File: src/elx_pkg.sv
// Constants, opcodes, cycle budgets and state type of the execution unit
// that runs external-data moves, the no-operation and the AND/OR forms.
// Assumes a single 100 MHz core clock and a synchronous active-low reset.
package elx_pkg;

  // ==========================================================================
  // Opcodes
  localparam logic [7:0] OPC_EXT_LOAD = 8'h82;
  localparam logic [7:0] OPC_EXT_STORE = 8'h92;
  localparam logic [7:0] OPC_EXT_LOAD_INC = 8'h83;
  localparam logic [7:0] OPC_EXT_STORE_INC = 8'h93;
  localparam logic [3:0] OPC_AND_HI = 4'h4;
  localparam logic [3:0] OPC_OR_HI = 4'h0;
  localparam logic [3:0] MODE_RR = 4'h2;
  localparam logic [3:0] MODE_WORK_IND = 4'h3;
  localparam logic [3:0] MODE_REG_REG = 4'h4;
  localparam logic [3:0] MODE_REG_IND = 4'h5;
  localparam logic [3:0] MODE_REG_IMM = 4'h6;
  localparam logic [3:0] MODE_IND_IMM = 4'h7;
  localparam logic [3:0] WORK_ESCAPE = 4'he;

  // ==========================================================================
  // Cycle budgets per instruction
  localparam logic [4:0] CYC_EXT = 5'h0c;
  localparam logic [4:0] CYC_EXT_AUTOINC = 5'h12;
  localparam logic [4:0] CYC_LOGIC_WORK = 5'h06;
  localparam logic [4:0] CYC_LOGIC_REG = 5'h0a;
  localparam logic [4:0] CYC_NOP = 5'h06;
  localparam logic [4:0] CYC_ILLEGAL = 5'h01;

  // ==========================================================================
  // External data memory timing: cycles from read strobe to data capture
  localparam logic [2:0] EXT_RD_WAIT = 3'h4;

  // ==========================================================================
  // Flag bit positions and reset values
  localparam int FLG_C = 0;
  localparam int FLG_Z = 1;
  localparam int FLG_S = 2;
  localparam int FLG_V = 3;
  localparam int FLG_D = 4;
  localparam int FLG_H = 5;
  localparam logic [5:0] FLAGS_RST = 6'h00;
  localparam logic [7:0] BYTE_RST = 8'h00;
  localparam logic [4:0] CNT_RST = 5'h00;

  typedef enum logic [4:0] {
    ST_IDLE, ST_DPTR, ST_DLAT, ST_SPTR, ST_SVAL, ST_DVAL, ST_WR,
    ST_PHI, ST_PLO, ST_RPTR, ST_PVAL, ST_PDAT, ST_XRD, ST_XWAIT, ST_XWR,
    ST_WRF, ST_INCR, ST_INCLO, ST_INCHI, ST_HOLD
  } elx_state_t;

endpackage : elx_pkg

File: src/elx_regfile.sv
// Byte-wide register file with one write port and one registered read port.
// Assumes both ports are driven from the core clock domain.
module elx_regfile #(
  parameter int WIDTH = 8,
  parameter int DEPTH = 256
) (
  // Clock and reset
  input wire logic clk,
  input wire logic rstn,
  // Write port
  input wire logic we,
  input wire logic [$clog2(DEPTH)-1:0] waddr,
  input wire logic [WIDTH-1:0] wdata,
  // Read port
  input wire logic [$clog2(DEPTH)-1:0] raddr,
  output logic [WIDTH-1:0] rdata
);

  if (WIDTH < 1 || DEPTH < 2) begin : g_bad_size
    $error("elx_regfile: WIDTH and DEPTH too small");
  end

  logic [WIDTH-1:0] mem [DEPTH];

  // Storage carries no reset: contents are software state
  always_ff @(posedge clk) begin
    if (we) begin
      mem[waddr] <= wdata;
    end
  end

  always_ff @(posedge clk) begin
    if (!rstn) begin
      rdata <= '0;
    end else begin
      rdata <= mem[raddr];
    end
  end

endmodule : elx_regfile

File: src/elx_exec.sv
// Execution unit for external-data byte moves (plain and auto-increment),
// the no-operation and the AND/OR logic forms, with its own register file.
// Assumes the sequencer issues one instruction at a time on the core clock
// and that external data memory answers a read with a fixed latency.
// Behaviour
// - Opcode 82 loads external byte, 12 cycles
// - Opcode 92 stores working register, 12 cycles
// - External address from even/odd working pair
// - Opcode 83 loads into pointed register, 18 cycles
// - Opcode 93 stores pointed register, 18 cycles
// - Auto-increment bumps pointer and pair, no flags
// - External moves only on external-capable variants
// - No-operation changes no register or flag
// - AND result replaces destination, source kept
// - AND opcodes 42-47, 6 or 10 cycles
// - OR result replaces destination, source kept
// - OR opcodes 02-07, 6 or 10 cycles
// - Zero flag from result, overflow cleared
// - Sign is bit 7; C, D, H kept
// - High nibble Eh selects working register
// - Register-register form: source byte, then destination
module elx_exec
  import elx_pkg::*;
#(
  parameter bit EXT_DATA_EN = 1'b1,
  parameter logic [7:0] NOP_OPC = 8'hff
) (
  // Clock and reset
  input wire logic clk,
  input wire logic rstn,
  // Instruction issue
  input wire logic instr_valid,
  output logic instr_ready,
  input wire logic [7:0] instr_opc,
  input wire logic [7:0] instr_b1,
  input wire logic [7:0] instr_b2,
  input wire logic [3:0] work_ptr,
  output logic instr_done,
  output logic instr_illegal,
  // Flags
  output logic [5:0] flags,
  input wire logic flags_we,
  input wire logic [5:0] flags_wdata,
  // Register file side access, idle only
  input wire logic dbg_we,
  input wire logic [7:0] dbg_addr,
  input wire logic [7:0] dbg_wdata,
  output logic [7:0] dbg_rdata,
  // External data memory
  output logic [15:0] ext_addr,
  output logic ext_rd,
  output logic ext_wr,
  output logic [7:0] ext_wdata,
  input wire logic [7:0] ext_rdata
);

  // ==========================================================================
  // Operand decoding
  function automatic logic [7:0] work_addr(input logic [3:0] rp, input logic [3:0] n);
    return {rp, n};
  endfunction : work_addr

  function automatic logic [7:0] reg_addr(input logic [3:0] rp, input logic [7:0] b);
    return (b[7:4] == WORK_ESCAPE) ? {rp, b[3:0]} : b;
  endfunction : reg_addr

  elx_state_t state_q, state_d;
  logic [4:0] cnt_q, cyc_q;
  logic [7:0] opc_q, dst_addr_q, src_addr_q, src_val_q, ptr_q, xdat_q, xhi_q, xlo_q;
  logic [3:0] rn_q, pair_q;
  logic [2:0] wait_q;
  logic [5:0] flags_q;
  logic done_q, ill_q, ext_rd_q, ext_wr_q;
  logic [15:0] ext_addr_q;
  logic [7:0] ext_wdata_q, ext_sync1_q, ext_sync2_q;

  // ==========================================================================
  // Instruction classification
  wire accept = instr_valid && (state_q == ST_IDLE);
  wire [3:0] mode = instr_opc[3:0];
  wire is_logic = (instr_opc[7:4] == OPC_AND_HI || instr_opc[7:4] == OPC_OR_HI)
                  && (mode >= MODE_RR) && (mode <= MODE_IND_IMM);
  wire is_ext_opc = (instr_opc == OPC_EXT_LOAD) || (instr_opc == OPC_EXT_STORE)
                    || (instr_opc == OPC_EXT_LOAD_INC) || (instr_opc == OPC_EXT_STORE_INC);
  wire is_ext = is_ext_opc && EXT_DATA_EN;
  wire is_nop = (instr_opc == NOP_OPC);
  wire is_work_form = (mode == MODE_RR) || (mode == MODE_WORK_IND);
  wire autoinc = (opc_q == OPC_EXT_LOAD_INC) || (opc_q == OPC_EXT_STORE_INC);
  wire op_and = (opc_q[7:4] == OPC_AND_HI);

  // ==========================================================================
  // Register file access
  logic rf_we;
  logic [7:0] rf_waddr, rf_wdata, rf_raddr, rf_rdata;
  wire [7:0] logic_res = op_and ? (rf_rdata & src_val_q) : (rf_rdata | src_val_q);
  wire [15:0] pair_inc = {xhi_q, xlo_q} + 16'h0001;
  wire [7:0] ptr_inc = ptr_q + 8'h01;
  wire [3:0] pair_hi = {pair_q[3:1], 1'b0};
  wire [3:0] pair_lo = {pair_q[3:1], 1'b1};

  always_comb begin
    rf_raddr = dbg_addr;
    rf_we = 1'b0;
    rf_waddr = dbg_addr;
    rf_wdata = dbg_wdata;
    case (state_q)
      ST_IDLE: begin
        rf_we = dbg_we;
      end
      ST_DPTR: rf_raddr = dst_addr_q;
      ST_SPTR: rf_raddr = src_addr_q;
      ST_SVAL: rf_raddr = (opc_q[3:0] == MODE_WORK_IND || opc_q[3:0] == MODE_REG_IND)
                          ? rf_rdata : src_addr_q;
      ST_DVAL: rf_raddr = dst_addr_q;
      ST_WR: begin
        rf_we = 1'b1;
        rf_waddr = dst_addr_q;
        rf_wdata = logic_res;
      end
      ST_PHI: rf_raddr = work_addr(work_ptr, pair_hi);
      ST_PLO: rf_raddr = work_addr(work_ptr, pair_lo);
      ST_RPTR: rf_raddr = work_addr(work_ptr, rn_q);
      ST_PVAL: rf_raddr = rf_rdata;
      ST_WRF: begin
        rf_we = 1'b1;
        rf_waddr = autoinc ? ptr_q : work_addr(work_ptr, rn_q);
        rf_wdata = xdat_q;
      end
      ST_INCR: begin
        rf_we = 1'b1;
        rf_waddr = work_addr(work_ptr, rn_q);
        rf_wdata = ptr_inc;
      end
      ST_INCLO: begin
        rf_we = 1'b1;
        rf_waddr = work_addr(work_ptr, pair_lo);
        rf_wdata = pair_inc[7:0];
      end
      ST_INCHI: begin
        rf_we = 1'b1;
        rf_waddr = work_addr(work_ptr, pair_hi);
        rf_wdata = pair_inc[15:8];
      end
      default: begin
        rf_we = 1'b0;
      end
    endcase
  end

  elx_regfile #(.WIDTH(8), .DEPTH(256)) u_rf (
    .clk(clk),
    .rstn(rstn),
    .we(rf_we),
    .waddr(rf_waddr),
    .wdata(rf_wdata),
    .raddr(rf_raddr),
    .rdata(rf_rdata)
  );

  // ==========================================================================
  // Sequencer next state
  always_comb begin
    state_d = state_q;
    case (state_q)
      ST_IDLE: begin
        if (accept) begin
          if (is_ext) begin
            state_d = ST_PHI;
          end else if (is_logic) begin
            if (mode == MODE_IND_IMM) begin
              state_d = ST_DPTR;
            end else if (mode == MODE_REG_IMM) begin
              state_d = ST_DVAL;
            end else if (mode == MODE_WORK_IND || mode == MODE_REG_IND) begin
              state_d = ST_SPTR;
            end else begin
              state_d = ST_SVAL;
            end
          end else begin
            state_d = ST_HOLD;
          end
        end
      end
      ST_DPTR: state_d = ST_DLAT;
      ST_DLAT: state_d = ST_DVAL;
      ST_SPTR: state_d = ST_SVAL;
      ST_SVAL: state_d = ST_DVAL;
      ST_DVAL: state_d = ST_WR;
      ST_WR: state_d = ST_HOLD;
      ST_PHI: state_d = ST_PLO;
      ST_PLO: state_d = ST_RPTR;
      ST_RPTR: state_d = (opc_q == OPC_EXT_LOAD) ? ST_XRD : ST_PVAL;
      ST_PVAL: begin
        if (opc_q == OPC_EXT_STORE) begin
          state_d = ST_XWR;
        end else if (opc_q == OPC_EXT_LOAD_INC) begin
          state_d = ST_XRD;
        end else begin
          state_d = ST_PDAT;
        end
      end
      ST_PDAT: state_d = ST_XWR;
      ST_XRD: state_d = ST_XWAIT;
      ST_XWAIT: state_d = (wait_q == EXT_RD_WAIT) ? ST_WRF : ST_XWAIT;
      ST_WRF: state_d = autoinc ? ST_INCR : ST_HOLD;
      ST_XWR: state_d = autoinc ? ST_INCR : ST_HOLD;
      ST_INCR: state_d = ST_INCLO;
      ST_INCLO: state_d = ST_INCHI;
      ST_INCHI: state_d = ST_HOLD;
      ST_HOLD: state_d = (cnt_q >= cyc_q) ? ST_IDLE : ST_HOLD;
      default: state_d = ST_IDLE;
    endcase
  end

  // Budget per accepted instruction
  logic [4:0] cyc_new;
  always_comb begin
    if (is_ext) begin
      cyc_new = (instr_opc[0]) ? CYC_EXT_AUTOINC : CYC_EXT;
    end else if (is_logic) begin
      cyc_new = is_work_form ? CYC_LOGIC_WORK : CYC_LOGIC_REG;
    end else if (is_nop) begin
      cyc_new = CYC_NOP;
    end else begin
      cyc_new = CYC_ILLEGAL;
    end
  end

  // ==========================================================================
  // Sequencer registers
  always_ff @(posedge clk) begin
    if (!rstn) begin
      state_q <= ST_IDLE;
      cnt_q <= CNT_RST;
      cyc_q <= CNT_RST;
      done_q <= 1'b0;
      ill_q <= 1'b0;
    end else begin
      state_q <= state_d;
      done_q <= (state_q == ST_HOLD) && (state_d == ST_IDLE);
      if (accept) begin
        cnt_q <= 5'h01;
        cyc_q <= cyc_new;
        ill_q <= !(is_ext || is_logic || is_nop);
      end else if (state_q != ST_IDLE) begin
        cnt_q <= cnt_q + 5'h01;
      end
    end
  end

  // ==========================================================================
  // Operand capture; ordering of operand bytes follows the form
  always_ff @(posedge clk) begin
    if (!rstn) begin
      opc_q <= BYTE_RST;
      dst_addr_q <= BYTE_RST;
      src_addr_q <= BYTE_RST;
      src_val_q <= BYTE_RST;
      rn_q <= 4'h0;
      pair_q <= 4'h0;
    end else if (accept) begin
      opc_q <= instr_opc;
      rn_q <= instr_b1[7:4];
      pair_q <= instr_b1[3:0];
      src_val_q <= instr_b2;
      if (is_work_form) begin
        dst_addr_q <= work_addr(work_ptr, instr_b1[7:4]);
        src_addr_q <= work_addr(work_ptr, instr_b1[3:0]);
      end else if (mode == MODE_REG_REG || mode == MODE_REG_IND) begin
        src_addr_q <= reg_addr(work_ptr, instr_b1);
        dst_addr_q <= reg_addr(work_ptr, instr_b2);
      end else begin
        dst_addr_q <= reg_addr(work_ptr, instr_b1);
      end
    end else begin
      if (state_q == ST_DLAT) begin
        dst_addr_q <= rf_rdata;
      end
      if (state_q == ST_DVAL && !(opc_q[3:0] == MODE_REG_IMM || opc_q[3:0] == MODE_IND_IMM)) begin
        src_val_q <= rf_rdata;
      end
    end
  end

  // Logic source operand never written back: ST_WR writes only dst_addr_q
  always_ff @(posedge clk) begin
    if (!rstn) begin
      flags_q <= FLAGS_RST;
    end else if (state_q == ST_WR) begin
      flags_q[FLG_Z] <= (logic_res == 8'h00);
      flags_q[FLG_V] <= 1'b0;
      flags_q[FLG_S] <= logic_res[7];
    end else if (state_q == ST_IDLE && flags_we) begin
      flags_q <= flags_wdata;
    end
  end

  // ==========================================================================
  // External transfer datapath
  always_ff @(posedge clk) begin
    if (!rstn) begin
      xhi_q <= BYTE_RST;
      xlo_q <= BYTE_RST;
      ptr_q <= BYTE_RST;
      xdat_q <= BYTE_RST;
      wait_q <= 3'h0;
    end else begin
      if (state_q == ST_PLO) begin
        xhi_q <= rf_rdata;
      end
      if (state_q == ST_RPTR) begin
        xlo_q <= rf_rdata;
      end
      if (state_q == ST_PVAL) begin
        ptr_q <= rf_rdata;
        xdat_q <= rf_rdata;
      end
      if (state_q == ST_PDAT) begin
        xdat_q <= rf_rdata;
      end
      wait_q <= (state_q == ST_XWAIT) ? wait_q + 3'h1 : 3'h0;
      if (state_q == ST_XWAIT && wait_q == EXT_RD_WAIT) begin
        xdat_q <= ext_sync2_q;
      end
    end
  end

  // Read data arrives from pins; two flops before use
  always_ff @(posedge clk) begin
    if (!rstn) begin
      ext_sync1_q <= BYTE_RST;
      ext_sync2_q <= BYTE_RST;
    end else begin
      ext_sync1_q <= ext_rdata;
      ext_sync2_q <= ext_sync1_q;
    end
  end

  // Strobes last one cycle; address and data hold until the next transfer
  always_ff @(posedge clk) begin
    if (!rstn) begin
      ext_rd_q <= 1'b0;
      ext_wr_q <= 1'b0;
      ext_addr_q <= 16'h0000;
      ext_wdata_q <= BYTE_RST;
    end else begin
      ext_rd_q <= (state_q == ST_XRD);
      ext_wr_q <= (state_q == ST_XWR);
      if (state_q == ST_XRD || state_q == ST_XWR) begin
        ext_addr_q <= {xhi_q, xlo_q};
      end
      if (state_q == ST_XWR) begin
        ext_wdata_q <= xdat_q;
      end
    end
  end

  // ==========================================================================
  // Outputs
  assign instr_ready = (state_q == ST_IDLE);
  assign instr_done = done_q;
  assign instr_illegal = ill_q;
  assign flags = flags_q;
  assign dbg_rdata = rf_rdata;
  assign ext_addr = ext_addr_q;
  assign ext_rd = ext_rd_q;
  assign ext_wr = ext_wr_q;
  assign ext_wdata = ext_wdata_q;

endmodule : elx_exec

File: config.mk
export PLATFORM = sky130hd
export DESIGN_NAME = elx_exec
export DESIGN_NICKNAME = d
export VERILOG_FILES = /design/src/elx_pkg.sv /design/src/elx_regfile.sv /design/src/elx_exec.sv
export SDC_FILE = /design/constraint.sdc
export NUM_CORES = 2
export LEC_CHECK = 0
export ABC_AREA = 1
export BUFFER_PORTS_ARGS = -buffer_cell sky130_fd_sc_hd__buf_2
export CAP_MARGIN = 0
export CORE_ASPECT_RATIO = 0.6
export CORE_MARGIN = 2
export CORE_UTILIZATION = 31
export DETAILED_ROUTE_END_ITERATION = 8
export PLACE_DENSITY_LB_ADDON = 0.25
export SLEW_MARGIN = 15
export SYNTH_ARGS = -nofsm -noshare
export SYNTH_HDL_FRONTEND = slang
export SYNTH_SLANG_ARGS = --single-unit
File: constraint.sdc
create_clock -name clk -period 27 [get_ports clk]
set_clock_uncertainty 0.05 [all_clocks]
set_input_delay 0 -clock clk [delete_from_list [all_inputs] [get_ports clk]]
set_output_delay 0 -clock clk [all_outputs]
set_load 0.005 [all_outputs]
=== Yosys cells after proc, flatten, opt, wreduce, memory -nomap -nowiden ===
Memory sizes are Yosys's and may differ from the RTL's. A register that Yosys moved wholly into a read port is not among the register bits.
Index checks and enable logic that the tools add are counted.

* Bits in writable memories: 2048
* Latch bits: 0
* Memory bits (read-only): 0
* Bits of input ports: 63
* Memories kept: 1
* Register bits: 140
* Word-level logic and storage cells: 169
* Output and inout port bits: 43

* Shift-type cells: 0
* Eq/ne operators: 43
* Magnitude comparators: 3
* Mux-type cells: 44
* Bitwise logic cells: 4
* Multipliers: 0
* Divide/modulo/power cells: 0
* Add/subtract/negate cells: 4
* Reductions and logical operators: 44

{| class="wikitable"
|+ Memory list
! memory !! words !! bits a word !! read ports !! clocked after memory_dff !! wr ports !! line !! RTL
|-
| u_rf.mem || 256 || 8 || 1 || 1 || 1 || elx_regfile.sv:23 || <nowiki>logic [WIDTH-1:0] mem [DEPTH];</nowiki>
|}

{| class="wikitable"
|+ Operators by type and width
! operator !! count
|-
| $mux 8 || 16
|-
| $pmux 5 s17 || 1
|-
| $pmux 8 s5 || 2
|-
| $eq 8x8->1 const B || 9
|-
| $pmux 8 s7 || 1
|-
| $eq 5x4->1 const B || 8
|-
| $eq 4x3->1 const B || 9
|-
| $mux 5 || 6
|-
| $mux 3 || 8
|-
| $eq 5x3->1 const B || 4
|-
| $eq 5x5->1 const B || 4
|-
| $add 16x1->16 const B || 1
|-
| $logic_or 1x1->1 || 13
|-
| $eq 4x2->1 const B || 3
|-
| $reduce_or 2->1 || 6
|-
| $eq 5x2->1 const B || 2
|-
| $logic_not 5->1 || 2
|-
| $reduce_bool 2->1 || 5
|-
| $add 8x1->8 const B || 1
|-
| $and 8x8->8 || 1
|-
| $eq 4x4->1 const B || 2
|-
| $logic_not 8->1 || 1
|-
| $mux 4 || 2
|-
| $or 8x8->8 || 1
|-
| other kinds (18) || 34
|}

=== Longest topological paths before layout ===
* Word-level depth: 11
* Mapped depth: 23
* Mapped depth without buffers: 20

=== Hierarchy ===
From an unflattened synthesis, not the netlist that was laid out.

* Cell total of the unflattened synthesis: 8226
* Area total of the unflattened synthesis: 90993.5 µm²

{| class="wikitable"
|+ Modules (own cells, without submodules)
! module !! times used !! sequential area each (µm²) !! area an instance (µm²) !! cells each
|-
| elx_regfile || 1 || 61659.1 || 83385.0 || 7019
|-
| elx_exec || 1 || 2782.7 || 7608.5 || 1207
|}

=== Worst setup path after synthesis ===
Ideal clock, no wire load.

* Kind: register to register
* Start point: reg state_q[3]
* End point: mem u_rf.mem[0][6], data pin
* Path buffers: 1
* Slack: 16210 ps
* Arrival time: 9010 ps
* Setup time: 1731 ps
* Data required time: 25219 ps
* Clock period less this slack: 10790 ps
* Stages on the path, launching flop included: 12
* Cell sequence: dfxtp_1 -> nor2_1 -> inv_2 -> nor2_1 -> inv_2 -> nor2_4 -> nor2_1 -> nand3_2 -> inv_1 -> buf_2 -> a21oi_1 -> a31oi_1

* Cells in the longest elaborated chain, start to end: 2
* Elaborated cells between the ends (all ways): 6
* Classes of those cells: eq/ne (5); mux (1)

{| class="wikitable"
|+ Ends and longest elaborated chain
! element !! line !! RTL
|-
| start: declaration || elx_exec.sv:67 || <nowiki>elx_state_t state_q, state_d;</nowiki>
|-
| start signal: assignment || elx_exec.sv:239 || <nowiki>state_q <= state_d;</nowiki>
|-
| $eq 5x5->1 (tied with other cells) || elx_exec.sv:106 || <nowiki>case (state_q)</nowiki>
|-
| $pmux 8 s5 * || elx_exec.sv:106 ||
|-
| net rf_wdata[6] || elx_exec.sv:94 || <nowiki>logic [7:0] rf_waddr, rf_wdata, rf_raddr, rf_rdata;</nowiki>
|-
| end: declaration || elx_regfile.sv:23 ||
|}

Mark *: on every way through the listed nets, which the timed path passes. The rest lies on a longest branch.

=== Worst setup path after layout ===
* Start point: reg state_q[0]
* End point: reg u_rf.rdata[0] (read register of u_rf.mem)

* Cells in the longest elaborated chain, start to end: 3
* Elaborated cells between the ends (all ways): 10
* Classes of those cells: eq/ne (8); mux (1); reduce/logical (1)

{| class="wikitable"
|+ Ends and longest elaborated chain
! element !! line !! RTL
|-
| $eq 5x3->1 / $eq 5x1->1 (equally long branches) || elx_exec.sv:106 ||
|-
| $reduce_or 2->1 (no source line) || -- ||
|-
| $pmux 8 s7 * || elx_exec.sv:106 ||
|-
| end: declaration || elx_regfile.sv:16 || <nowiki>output logic [WIDTH-1:0] rdata</nowiki>
|}

Mark *: on every way between the ends. The rest lies on a longest branch, timed or not.
A chain may end at the register's enable or synchronous reset.

==> results.tsv <==
metric	value	unit
status	finished, final reports clean	
Post-synth EDFFs	2048	
register area	64440	sq um
Final WS setup	18280	ps
critical path's most frequent cell	nand3_1	
total wire length	318600	microns
global placer's final weighted congestion	0.9330	
H-Tree Depth	4	
Synth Area in XOR/XNOR	0.01849	%
GR Overflow Total	0	
Hold Fails Final Rpt	0	
final net count	9026	
post-synthesis mux area share	0	%
CP bufs+invs	7	
largest net degree at the start of global routing	221	
max reg flops	2048	
Avg Cell Area, Syn	10.51	sq um
Initial Util	31.11	%
worst-case clock buffer depth	4	
Setup Viol. Count Final	0	
commonest non-fill, non-tap cell in the layout	nand2_1	
Fmax achieved	114.7	MHz
CTS Sinks	2195	
CP required	27770	ps
Initial DRC Count	9495	
Reg with most FFs	u_rf.mem	
Synth Area in Compound Gates	3.696	%
flops & latches, synth	2195	
shortest period the worst path allows	8717	ps
DIE WIDTH	717.6	microns
pwr dens	127.6	nW/um^2
worst hold path type	in -> reg	
Clock Root Buffer	clkbuf_16	
GR Util All Layers	19.98	%
TritonCTS clock tree	done	
leakage	39.49	nW
share of cells above drive strength 1	6.116	%
Max Cap Violations	0	
largest family of logic cells by synthesized area	simple AND/OR/NAND/NOR gates	
synthesized cell area	94710	sq um
vias in the first global route	64360	
Critical-path top delay cell	buf_4	
RSZ-0062 raised after global routing	false	
die height	432.2	microns
Post-synth top flop	edfxtp_1	
Setup Slack @ Placement	18430	ps
worst vdd ir	162.7	uV
vias per cell	5.270	
die area	310100	sq um
Clock Latency Late Sink	890	ps
DR pass1 iterations	6	
cell count after synthesis	9008	
area of the multi-input gates	25600	sq um
Reg clk slew, reported paths	70	ps
final setup TNS	0	ps
worst slew pin tran	1283	ps
crit-path max FO	220	
CP endpoint kind	register	
commonest non-fill, non-tap cells in the layout	2612 x nand2_1, 2048 x edfxtp_1, 1908 x nand3_1	
CP max stage delay	860	ps
post-synthesis sequential area ratio	68.04	%
first-pass GRT wire length	462400	microns
antenna-violating nets left	0	
Post-Synth Adder-Cell Area	0.1321	%
async set or reset register ratio after synthesis	0	%
Crit Path Category	reg -> reg	
Slew Limit Fails	0	
Synth cell types	51	
WL/cell	24.20	microns
port bufs	105	
CP arrival	9490	ps
dpl hpwl	186900	microns
crit share post-route	32.29	%
critical path startpoint category	register	
row count	157	
fillcell total	30320	
CTS Buf Count	204	
Worst path top cell family by delay	buffers and inverters	
Residual DRC	0	
initial antenna violation count	23	
Synth Warn #	0	
core area	304500	sq um
simple-gate portion of the synthesized area	23.01	%
IO Pins	106	
Vias	69386	
Synth-to-Final Area Change	12.28	%
Max-slew headroom	14.45	%
syn_nets	9081	
final cells by class:
| class | count | share of cell area [%] |
|---|---|---|
| sequential | 2195 | 60.60 |
| multi-input combinational | 5638 | 24.08 |
| clock buffer | 251 | 5.026 |
| tap | 4054 | 4.770 |
| timing repair buffer | 341 | 2.526 |
| inverter | 573 | 2.053 |
| clock inverter | 110 | 0.9401 |
| antenna | 4 | 0.009413 |
report_power, final:
group | switching [mW] | internal, mW | leakage (nW)
Clock | 1.33 | 1.57 | 3.10
Sequential | 0.0481 | 4.33 | 19.6
Combinational | 4.94 | 1.36 | 16.7
cells in the mapped netlist, types with 3 or more instances:
library cell | number | area [sq um]
ha_1 | 10 | 125.1
buf_2 | 301 | 1506
clkinv_1 | 4 | 15.01
or2_2 | 3 | 18.77
o211ai_1 | 243 | 1824
nand2_2 | 6 | 37.54
nor2_1 | 453 | 1700
a21oi_1 | 112 | 560.5
nor3_1 | 15 | 75.07
a31oi_1 | 18 | 112.6
a211oi_1 | 5 | 37.54
nand3_2 | 3 | 30.03
nand2_1 | 2619 | 9831
edfxtp_1 | 2048 | 61500
clkbuf_1 | 270 | 1013
buf_1 | 24 | 90.09
nand2_4 | 3 | 33.78
nor2_2 | 5 | 31.28
nand3b_1 | 41 | 307.8
o21ai_0 | 122 | 610.6
inv_1 | 560 | 2102
inv_2 | 9 | 33.78
dfxtp_1 | 147 | 2943
a221oi_1 | 8 | 70.07
o2111ai_1 | 9 | 78.83
o21a_1 | 3 | 22.52
nand4_1 | 16 | 100.1
nand3_1 | 1908 | 9549
nor4_1 | 5 | 31.28
buf_6 | 5 | 56.30
o22ai_1 | 6 | 37.54
timing repair:
| action | 4_1_cts | 5_1_grt |
|---|---|---|
| setup endpoints to repair | 0 | 0 |
| hold buffers | 114 | 0 |
| hold endpoints to repair | 236 | 0 |
| setup buffers | 0 | 0 |
| gates resized for setup | 0 | 0 |
worst reg2reg max path: cells and delay by family, from the launching register on:
kind / cells / cell delay [ps]
buffers and inverters: 7 / 4630
and+or+nand+nor: 17 / 3370
DFF: 1 / 450
AOI/OAI and AO/OA: 1 / 180
per-stage QoR:
step                      power [mW]  instance area, sq um  hold WS [ps]  utilization (%)  std cells
after floorplan                8.333                 94710         47.63                -       9008
after global placement         10.62                 98830         139.0            32.46      12687
after detailed placement       10.61                 98830         141.9            32.46      12687
after CTS                      13.49                106300         9.563            34.92      13162
after global routing           14.21                106300         65.26            34.92      13163
final                          13.57                106300         82.58            34.93      13166
path summary, 6_finish.rpt:
kind                             startpoint                         to  slack, ps  cells after the start
setup reg to reg      state_q[0]$_SDFF_PN0_   u_rf.rdata[0]$_SDFF_PN0_      18280                     25
hold / removal                 instr_opc[0]      opc_q[0]$_SDFFE_PN0P_         80                      4
hold reg to reg   ext_sync1_q[7]$_SDFF_PN0_  ext_sync2_q[7]$_SDFF_PN0_        360                      2
setup / recovery      state_q[0]$_SDFF_PN0_   u_rf.rdata[0]$_SDFF_PN0_      18280                     25
cell families (layout without fill, tap and decap cells):
family | count (synthesis) | count (layout)
simple gates | 5083 | 5083
flops | 2195 | 2195
buf+inv | 1175 | 1275
compound gates | 543 | 543
fa+ha+maj | 10 | 10
xor+xnor | 2 | 2
other cells | 0 | 4
per-layer routing:
| layer | vias up | routed length, microns | global-route usage [%] |
|---|---|---|---|
| met5 | - | 95 | 0 |
| met4 | 14 | 5789 | 3.591 |
| met3 | 372 | 36830 | 5.303 |
| met2 | 3521 | 123900 | 26.35 |
| met1 | 34426 | 152000 | 32.24 |
| li1 | 31053 | - | - |
No activity file was read; power rests on OpenSTA's default activity.
